===== config.mk =====
export PLATFORM = sky130hd
export DESIGN_NAME = tws_top
export DESIGN_NICKNAME = d
export VERILOG_FILES = /design/src/tws_pkg.sv /design/src/tws_sync.sv /design/src/tws_edge.sv /design/src/tws_top.sv
export SDC_FILE = /design/constraint.sdc
export NUM_CORES = 1
export LEC_CHECK = 0
export ABC_AREA = 1
export ABC_CLOCK_PERIOD_IN_PS = 1980
export BUFFER_PORTS_ARGS = -buffer_cell sky130_fd_sc_hd__buf_2
export CELL_PAD_IN_SITES_DETAIL_PLACEMENT = 1
export CELL_PAD_IN_SITES_GLOBAL_PLACEMENT = 2
export CORE_ASPECT_RATIO = 1.4
export CORE_MARGIN = 2
export CORE_UTILIZATION = 30
export CTS_CLUSTER_SIZE = 30
export DETAILED_ROUTE_END_ITERATION = 16
export GPL_TIMING_DRIVEN = 0
export PLACE_DENSITY_LB_ADDON = 0.2
export SLEW_MARGIN = 20
export SYNTH_ARGS = -nofsm -noshare
export SYNTH_HDL_FRONTEND = slang
export SYNTH_SLANG_ARGS = --single-unit

===== constraint.sdc =====
create_clock -name clk_sys -period 1.98 [get_ports clk_sys]
set_input_delay 0 -clock clk_sys [delete_from_list [all_inputs] [get_ports clk_sys]]
set_output_delay 0 -clock clk_sys [all_outputs]
set_load 0.03 [all_outputs]

===== src/tws_pkg.sv =====
package tws_pkg;

  // ----------------------------------------
  // Register indices, byte address = index * 4
  // ----------------------------------------
  localparam logic [7:0]  CTRL_IDX  = 8'hE8;
  localparam logic [7:0]  OWN_IDX   = 8'h9B;
  localparam logic [7:0]  DATA_IDX  = 8'h9A;
  localparam logic [7:0]  CFG_IDX   = 8'hC0;
  localparam logic [11:0] CTRL_ADDR = 12'({CTRL_IDX, 2'b00});
  localparam logic [11:0] OWN_ADDR  = 12'({OWN_IDX, 2'b00});
  localparam logic [11:0] DATA_ADDR = 12'({DATA_IDX, 2'b00});
  localparam logic [11:0] CFG_ADDR  = 12'({CFG_IDX, 2'b00});

  // ----------------------------------------
  // Control register fields
  // ----------------------------------------
  localparam int CTRL_SDO  = 7;
  localparam int CTRL_SDE  = 6;
  localparam int CTRL_SCO  = 5;
  localparam int CTRL_SDI  = 4;
  localparam int CTRL_MSEL = 3;
  localparam int CTRL_IRST = 2;
  localparam int CTRL_DIR  = 1;
  localparam int CTRL_FLAG = 0;
  localparam int CTRL_SW_LO = 2;

  // ----------------------------------------
  // Config register fields
  // ----------------------------------------
  localparam int CFG_IE   = 0;
  localparam int CFG_GIE  = 1;
  localparam int CFG_SSEL = 2;

  // ----------------------------------------
  // Reset values and counts
  // ----------------------------------------
  localparam logic [7:0] CTRL_RST  = 8'h00;
  localparam logic [7:0] OWN_RST   = 8'h55;
  localparam logic [7:0] DATA_RST  = 8'h00;
  localparam logic [2:0] CFG_RST   = 3'h0;
  localparam logic [3:0] BYTE_BITS = 4'h8;
  localparam logic [3:0] TX_LAST   = 4'h7;

  typedef enum logic [2:0] {SL_IDLE, SL_RX, SL_ACKO, SL_TX, SL_ACKI} tws_slv_e;
  typedef enum logic [2:0] {RS_NONE, RS_CTRL, RS_OWN, RS_DATA, RS_CFG} tws_rsel_e;

  typedef struct packed {
    logic sclS;
    logic sdaS;
    logic sclRise;
    logic sclFall;
    logic start;
    logic stop;
  } tws_bus_s;

  typedef struct packed {
    logic sdaOut;
    logic sdaOe;
    logic sclOut;
    logic sclOe;
  } tws_pins_s;

  typedef struct packed {
    logic [1:0] meta;
    logic [1:0] sync;
  } tws_sync_s;

  typedef struct packed {
    logic scl;
    logic sda;
  } tws_lvl_s;

endpackage : tws_pkg


===== src/tws_sync.sv =====
`timescale 1ns/1ps
`default_nettype none
module tws_sync (
  input  wire logic       clk_sys,
  input  wire logic       rst_n,
  input  wire logic [1:0] din,
  output logic      [1:0] dout
);
  tws_pkg::tws_sync_s st_q;
  tws_pkg::tws_sync_s st_d;

  // ----------------------------------------
  // Two flop pin synchroniser
  // ----------------------------------------
  always_comb begin
    st_d      = st_q;
    st_d.meta = din;
    st_d.sync = st_q.meta;
  end

  always_ff @(posedge clk_sys or negedge rst_n) begin
    if (!rst_n) begin
      st_q <= '{meta: 2'h3, sync: 2'h3};
    end else begin
      st_q <= st_d;
    end
  end

  assign dout = st_q.sync;
endmodule : tws_sync
`default_nettype wire


===== src/tws_edge.sv =====
`timescale 1ns/1ps
`default_nettype none
module tws_edge (
  input  wire logic         clk_sys,
  input  wire logic         rst_n,
  input  wire logic         sclSync,
  input  wire logic         sdaSync,
  output tws_pkg::tws_bus_s ev
);
  tws_pkg::tws_lvl_s st_q;
  tws_pkg::tws_lvl_s st_d;

  // ----------------------------------------
  // Edge and bus condition detect
  // ----------------------------------------
  always_comb begin
    st_d       = '{scl: sclSync, sda: sdaSync};
    ev.sclS    = sclSync;
    ev.sdaS    = sdaSync;
    ev.sclRise = sclSync & ~st_q.scl;
    ev.sclFall = ~sclSync & st_q.scl;
    ev.start   = sclSync & st_q.scl & st_q.sda & ~sdaSync;
    ev.stop    = sclSync & st_q.scl & ~st_q.sda & sdaSync;
  end

  always_ff @(posedge clk_sys or negedge rst_n) begin
    if (!rst_n) begin
      st_q <= '{scl: 1'b1, sda: 1'b1};
    end else begin
      st_q <= st_d;
    end
  end
endmodule : tws_edge
`default_nettype wire


===== src/tws_top.sv =====
// The implementer's own choices: the APB slave port and the placing of the registers.
`timescale 1ns/1ps
`default_nettype none
module tws_top (
  input  wire logic        clk_sys,
  input  wire logic        rst_n,
  input  wire logic        psel,
  input  wire logic        penable,
  input  wire logic        pwrite,
  input  wire logic [11:0] paddr,
  input  wire logic [31:0] pwdata,
  output logic      [31:0] prdata,
  output logic             pready,
  output logic             pslverr,
  input  wire logic        sclPinIn,
  input  wire logic        sdaPinIn,
  output logic             sclPinOut,
  output logic             sclPinOe,
  output logic             sdaPinOut,
  output logic             sdaPinOe,
  output logic             irqReq
);

  typedef struct packed {
    logic [7:0]         ctrl;
    logic [7:0]         own;
    logic [7:0]         data;
    logic [2:0]         cfg;
    tws_pkg::tws_slv_e  slv;
    logic [3:0]         cnt;
    logic [7:0]         shift;
    logic               first;
    logic               nack;
    logic               acced;
    logic               halted;
    tws_pkg::tws_pins_s pins;
    logic               irq;
    logic [31:0]        prdata;
    logic               pready;
    logic               pslverr;
  } tws_top_s;

  localparam tws_top_s ST_RST = '{
    ctrl: tws_pkg::CTRL_RST, own: tws_pkg::OWN_RST, data: tws_pkg::DATA_RST,
    cfg: tws_pkg::CFG_RST, slv: tws_pkg::SL_IDLE, cnt: 4'h0, shift: 8'h00,
    first: 1'b0, nack: 1'b0, acced: 1'b0, halted: 1'b0, pins: 4'h0,
    irq: 1'b0, prdata: 32'h0000_0000, pready: 1'b0, pslverr: 1'b0};

  tws_top_s          st_q;
  tws_top_s          st_d;
  tws_pkg::tws_bus_s ev;
  logic [1:0]        pinSync;
  tws_pkg::tws_rsel_e rsel;
  logic              acc;
  logic              dataAcc;
  logic              setEv;
  logic              slaveOn;
  logic              stretch;
  logic              txBit;

  // ----------------------------------------
  // Pin synchronisers and edge detect
  // ----------------------------------------
  tws_sync u_sync (
    .clk_sys (clk_sys),
    .rst_n   (rst_n),
    .din     ({sclPinIn, sdaPinIn}),
    .dout    (pinSync)
  );

  tws_edge u_edge (
    .clk_sys (clk_sys),
    .rst_n   (rst_n),
    .sclSync (pinSync[1]),
    .sdaSync (pinSync[0]),
    .ev      (ev)
  );

  // ----------------------------------------
  // Register decode
  // ----------------------------------------
  function automatic tws_pkg::tws_rsel_e decode(input logic [11:0] a);
    case (a)
      tws_pkg::CTRL_ADDR: decode = tws_pkg::RS_CTRL;
      tws_pkg::OWN_ADDR:  decode = tws_pkg::RS_OWN;
      tws_pkg::DATA_ADDR: decode = tws_pkg::RS_DATA;
      tws_pkg::CFG_ADDR:  decode = tws_pkg::RS_CFG;
      default:            decode = tws_pkg::RS_NONE;
    endcase
  endfunction : decode

  assign rsel    = decode(paddr);
  assign acc     = psel & penable & st_q.pready;
  assign dataAcc = acc & (rsel == tws_pkg::RS_DATA);
  assign slaveOn = ~st_q.ctrl[tws_pkg::CTRL_MSEL] & ~st_q.cfg[tws_pkg::CFG_SSEL]
                   & ~st_q.ctrl[tws_pkg::CTRL_IRST] & ~st_q.halted;
  assign stretch = st_q.ctrl[tws_pkg::CTRL_FLAG] & (st_q.slv != tws_pkg::SL_IDLE)
                   & ~ev.sclS;
  assign txBit   = (st_q.cnt == 4'h0) ? st_q.data[7] : st_q.shift[7];

  // ----------------------------------------
  // Next state
  // ----------------------------------------
  always_comb begin
    st_d        = st_q;
    setEv       = 1'b0;
    st_d.pready = psel & ~penable;
    if (psel & ~penable) begin
      st_d.pslverr = (rsel == tws_pkg::RS_NONE);
      case (rsel)
        tws_pkg::RS_CTRL: st_d.prdata = {24'h00_0000, st_q.ctrl};
        tws_pkg::RS_OWN:  st_d.prdata = {24'h00_0000, st_q.own};
        tws_pkg::RS_DATA: st_d.prdata = {24'h00_0000, st_q.data};
        tws_pkg::RS_CFG:  st_d.prdata = {29'h0000_0000, st_q.cfg};
        default:          st_d.prdata = 32'h0000_0000;
      endcase
    end
    if (acc & pwrite) begin
      case (rsel)
        tws_pkg::RS_CTRL: st_d.ctrl[7:tws_pkg::CTRL_SW_LO] = pwdata[7:tws_pkg::CTRL_SW_LO];
        tws_pkg::RS_OWN:  st_d.own = pwdata[7:0];
        tws_pkg::RS_DATA: st_d.data = pwdata[7:0];
        tws_pkg::RS_CFG:  st_d.cfg = pwdata[2:0];
        default:          st_d.cfg = st_q.cfg;
      endcase
    end
    if (dataAcc) begin
      st_d.ctrl[tws_pkg::CTRL_FLAG] = 1'b0;
      st_d.acced = 1'b1;
      if (st_q.acced && st_q.slv != tws_pkg::SL_IDLE) begin
        st_d.halted = 1'b1;
      end
    end
    // Software master data input
    if (st_q.ctrl[tws_pkg::CTRL_MSEL] & ~st_q.ctrl[tws_pkg::CTRL_SDE] & ev.sclRise) begin
      st_d.ctrl[tws_pkg::CTRL_SDI] = ev.sdaS;
    end
    // Hardware slave sequencer
    if (st_q.ctrl[tws_pkg::CTRL_IRST]) begin
      st_d.slv    = tws_pkg::SL_IDLE;
      st_d.halted = 1'b0;
      st_d.acced  = 1'b0;
      st_d.ctrl[tws_pkg::CTRL_FLAG] = 1'b0;
    end else if (!slaveOn) begin
      st_d.slv = tws_pkg::SL_IDLE;
    end else if (ev.stop) begin
      st_d.slv = tws_pkg::SL_IDLE;
    end else if (ev.start) begin
      st_d.slv   = tws_pkg::SL_RX;
      st_d.cnt   = 4'h0;
      st_d.first = 1'b1;
    end else begin
      case (st_q.slv)
        tws_pkg::SL_RX: begin
          if (ev.sclRise && st_q.cnt != tws_pkg::BYTE_BITS) begin
            st_d.shift = {st_q.shift[6:0], ev.sdaS};
            st_d.cnt   = st_q.cnt + 4'h1;
          end
          if (ev.sclFall && st_q.cnt == tws_pkg::BYTE_BITS) begin
            if (!st_q.first || st_q.shift[7:1] == st_q.own[6:0]) begin
              st_d.data = st_q.shift;
              setEv     = 1'b1;
              st_d.slv  = tws_pkg::SL_ACKO;
              if (st_q.first) begin
                st_d.ctrl[tws_pkg::CTRL_DIR] = st_q.shift[0];
              end
            end else begin
              st_d.slv = tws_pkg::SL_IDLE;
            end
          end
        end
        tws_pkg::SL_ACKO: begin
          if (ev.sclFall) begin
            st_d.cnt   = 4'h0;
            st_d.first = 1'b0;
            st_d.slv   = st_q.ctrl[tws_pkg::CTRL_DIR] ? tws_pkg::SL_TX : tws_pkg::SL_RX;
          end
        end
        tws_pkg::SL_TX: begin
          if (ev.sclFall) begin
            st_d.shift = (st_q.cnt == 4'h0) ? {st_q.data[6:0], 1'b0}
                                             : {st_q.shift[6:0], 1'b0};
            st_d.cnt   = st_q.cnt + 4'h1;
            if (st_q.cnt == tws_pkg::TX_LAST) begin
              st_d.slv = tws_pkg::SL_ACKI;
            end
          end
        end
        tws_pkg::SL_ACKI: begin
          if (ev.sclRise) begin
            st_d.nack = ev.sdaS;
          end
          if (ev.sclFall) begin
            setEv    = 1'b1;
            st_d.cnt = 4'h0;
            st_d.slv = st_q.nack ? tws_pkg::SL_IDLE : tws_pkg::SL_TX;
          end
        end
        default: st_d.slv = tws_pkg::SL_IDLE;
      endcase
    end
    // Hardware set wins over a clearing access
    if (setEv) begin
      st_d.ctrl[tws_pkg::CTRL_FLAG] = 1'b1;
      st_d.acced = 1'b0;
    end
    // Pin drive
    if (st_q.cfg[tws_pkg::CFG_SSEL]) begin
      st_d.pins = 4'h0;
    end else if (st_q.ctrl[tws_pkg::CTRL_MSEL]) begin
      st_d.pins.sdaOut = st_q.ctrl[tws_pkg::CTRL_SDO];
      st_d.pins.sdaOe  = st_q.ctrl[tws_pkg::CTRL_SDE];
      st_d.pins.sclOut = st_q.ctrl[tws_pkg::CTRL_SCO];
      st_d.pins.sclOe  = 1'b1;
    end else begin
      st_d.pins.sdaOut = 1'b0;
      st_d.pins.sdaOe  = (st_q.slv == tws_pkg::SL_ACKO)
                         | ((st_q.slv == tws_pkg::SL_TX) & ~txBit);
      st_d.pins.sclOut = 1'b0;
      st_d.pins.sclOe  = stretch;
    end
    st_d.irq = st_d.ctrl[tws_pkg::CTRL_FLAG] & st_d.cfg[tws_pkg::CFG_IE]
               & st_d.cfg[tws_pkg::CFG_GIE];
  end

  always_ff @(posedge clk_sys or negedge rst_n) begin
    if (!rst_n) begin
      st_q <= ST_RST;
    end else begin
      st_q <= st_d;
    end
  end

  // ----------------------------------------
  // Outputs
  // ----------------------------------------
  assign prdata    = st_q.prdata;
  assign pready    = st_q.pready;
  assign pslverr   = st_q.pslverr;
  assign sclPinOut = st_q.pins.sclOut;
  assign sclPinOe  = st_q.pins.sclOe;
  assign sdaPinOut = st_q.pins.sdaOut;
  assign sdaPinOe  = st_q.pins.sdaOe;
  assign irqReq    = st_q.irq;

  logic masterOn;
  assign masterOn = st_q.ctrl[tws_pkg::CTRL_MSEL] & ~st_q.cfg[tws_pkg::CFG_SSEL];
endmodule : tws_top
`default_nettype wire


==> results.json <==
{
  "worst_slew_pin_slew_ns": 0.5356,
  "initial_core_util_pct": 30.51,
  "timing.critical_path.from": "st_q[60]",
  "worstPathCellList": "inv_2, nand4_2, inv_2, nand2_2, nor2_4, nand4_4, buf_6, nor2_1, a21oi_1",
  "synth_top_family_by_area": "simple AND/OR/NAND/NOR gates",
  "slew_headroom_pct": 64.17,
  "synth_ff_type": "dfrtp_1",
  "max_freq_mhz": 539.9,
  "synthAdderAreaFrac_pct": 0.6727,
  "antenna_left": 0,
  "startpoint_type": "flip-flop",
  "io_buffers": 41,
  "layout-drive-gt1-share_pct": 22.43,
  "cp.required_ns": 2.20,
  "first_pass_iters": 4,
  "clockBufferDepth": 2,
  "layout_commonest_cell": "nand2_1",
  "place.gp.congestion": 0.7671,
  "setup_slack_ns": 0.1279,
  "synth_edf_count": 0,
  "ios": 90,
  "rsz0062_at_grt": "false",
  "drtIter0Drc": 102,
  "fin_area_mm2": 0.004659,
  "clock_sinks": 67,
  "rr_worst_depth": 9,
  "synth_xor_xnor_area_share_pct": 0.4709,
  "drv_cap": 0,
  "muxShareOfSynthArea_pct": 0.5382,
  "timing.rr.start": "st_q[60]",
  "r2r_slack_ns": 0.13,
  "worstHoldEndpoint": "st_q[73]",
  "die_w_um": 98.11,
  "worst_setup_hold_path_clk_slew_ns": 0.06,
  "fin_skew_ns": 0.004224,
  "antenna_found_initial": 0,
  "synth-seq-cells": 67,
  "syn_to_final_growth_pct": 25.26,
  "placed_cell_area_mm2": 0.004229,
  "final_util_pct": 38.22,
  "setup-tns-final_ns": 0,
  "yosys_warnings": 0,
  "clock_latency_ns": 0.33,
  "track_usage_pct": 17.21,
  "setup_violations": 0,
  "clockRootBuffer": "clkbuf_16",
  "worstSetupEndpointType": "flip-flop",
  "cp_top_family": "simple AND/OR/NAND/NOR gates",
  "instances_no_fill": 725,
  "htreeDepth": 3,
  "post-place-ws_ns": 0.07428,
  "drc": 0,
  "vdd_drop_max_uv": 463.8,
  "hold_violations": 0,
  "fp.dieH_um": 135.8,
  "whs_path_depth": 3,
  "holdWs_ns": 0.04739,
  "total_power_mw": 3.259,
  "synth_area_per_cell_um2": 7.750,
  "cts_tree": "done",
  "place_hpwl_um": 8507,
  "core-area_mm2": 0.01219,
  "num_rows": 48,
  "diodes": 0,
  "crit_type": "flip-flop to flip-flop",
  "netlist_instances": 480,
  "synth_cell_types": 37,
  "leakagePower_nw": 2.521,
  "fin_crit_sh_pct": 93.54,
  "layout_common_cells": "129 x nand2_1, 65 x inv_1, 57 x dfrtp_1",
  "synthSimpleGateAreaFrac_pct": 26.24,
  "path_common_cell": "inv_2",
  "synth_compound_area_share_pct": 12.24,
  "crit_arrival_ns": 2.07,
  "cts_buffers": 9,
  "dp_cells": 695,
  "status": "completed",
  "grt_pass1_vias": 3428,
  "max_stage_delay_ns": 0.48,
  "period_needed_ns": 1.852,
  "ys_async_sr_fraction_pct": 100.0,
  "grt-ovfl-total": 0,
  "nets": 623,
  "grt_pass1_wl_um": 17500,
  "die-area_mm2": 0.01332,
  "powerDensity_mw_per_mm2": 699.5,
  "grt_max_degree": 46,
  "ys_seq_area_share_pct": 45.41,
  "wl_per_cell_um": 15.02,
  "crit_buf_inv": 3,
  "path_max_fanout": 10,
  "slew_violations": 0,
  "route.vias.total": 3324,
  "vias_per_cell": 4.585,
  "cp_slowest_cell": "dfrtp_1",
  "regToRegEndpoint": "st_q[66]",
  "hold_class": "input port to flip-flop",
  "hp-start": "pwdata[4]",
  "syn_area_mm2": 0.003720,
  "routed_wl_um": 10890
}
-- layout make-up --
cell class              count  area (µm²)
well taps                 150       187.7
flip-flops and latches     67        1689
repair buffers             56       367.9
plain buffers              38       274.0
clock buffers              11       242.7
inverters                  69       259.0
clock inverters             5       52.55
fillers                  1527        7532
multi-input cells         329        1587
-- worst max path at each step --
stage | to | cells past startpoint
floorplan | st_q[76] | 8
finish | st_q[66] | 9
global route | st_q[50] | 9
CTS | st_q[43] | 8
global placement | st_q[43] | 8
detailed placement | st_q[43] | 8
-- registers in the layout, summed over array words and instances, names as in the netlist --
name,flops
irqReq,1
sclPinOut,1
sdaPinOut,1
pready,1
u_edge.st_q,2
sdaPinOe,1
st_q,46
prdata,8
sclPinOe,1
u_sync.st_d,2
u_sync.dout,2
pslverr,1
-- layer usage --
layer | share of wire [%] | global-route usage, % | routed length (µm)
met1 | 40 | 18.68 | 4378
met2 | 55 | 32.99 | 6034
met3 | 2.4 | 2.580 | 260
met4 | 2.0 | 7.022 | 215
met5 | 0 | 0 | 0
-- Yosys cell counts, types with 3 or more instances --
master | number | area (µm²)
nand4_1 | 5 | 31.28
nand2_2 | 3 | 18.77
dfstp_2 | 10 | 262.8
nand2_1 | 129 | 484.2
inv_1 | 65 | 244.0
buf_2 | 3 | 15.01
nor2_1 | 32 | 120.1
o21ai_0 | 47 | 235.2
a21oi_1 | 19 | 95.09
buf_4 | 32 | 240.2
o21ai_1 | 14 | 70.07
o22ai_1 | 4 | 25.02
nor2_4 | 3 | 33.78
dfrtp_1 | 57 | 1426
inv_2 | 4 | 15.01
nand3_1 | 24 | 120.1
nor3_1 | 4 | 20.02
-- tightest hold or removal path, cell delays in order --
cell and delay (ns):
buf_2 0.10, inv_1 0.14, o21ai_0 0.13
-- logic make-up (layout without fill, tap and decap cells) --
family	Yosys count	after routing
simple gates	212	212
buf+inv	107	179
compound gates	87	87
flops	67	67
fa+ha+maj	2	2
xor+xnor	2	2
mux	2	2
other cells	1	24
-- report_power, final --
part	switching, mW	total (mW)	internal [mW]
clock	0.619	1.62	1.00
combinational	0.158	0.244	0.0860
sequential	0.00738	1.39	1.39
-- what timing repair did --
| item | CTS | global route |
|---|---|---|
| hold buffers | 11 | 0 |
| endpoints found under the setup margin | 0 | 7 |
| endpoints found under the hold margin | 74 | 0 |
| buffers inserted | 0 | 3 |
| gates resized for setup | 0 | 1 |
No activity file was read; power rests on OpenSTA's default activity.
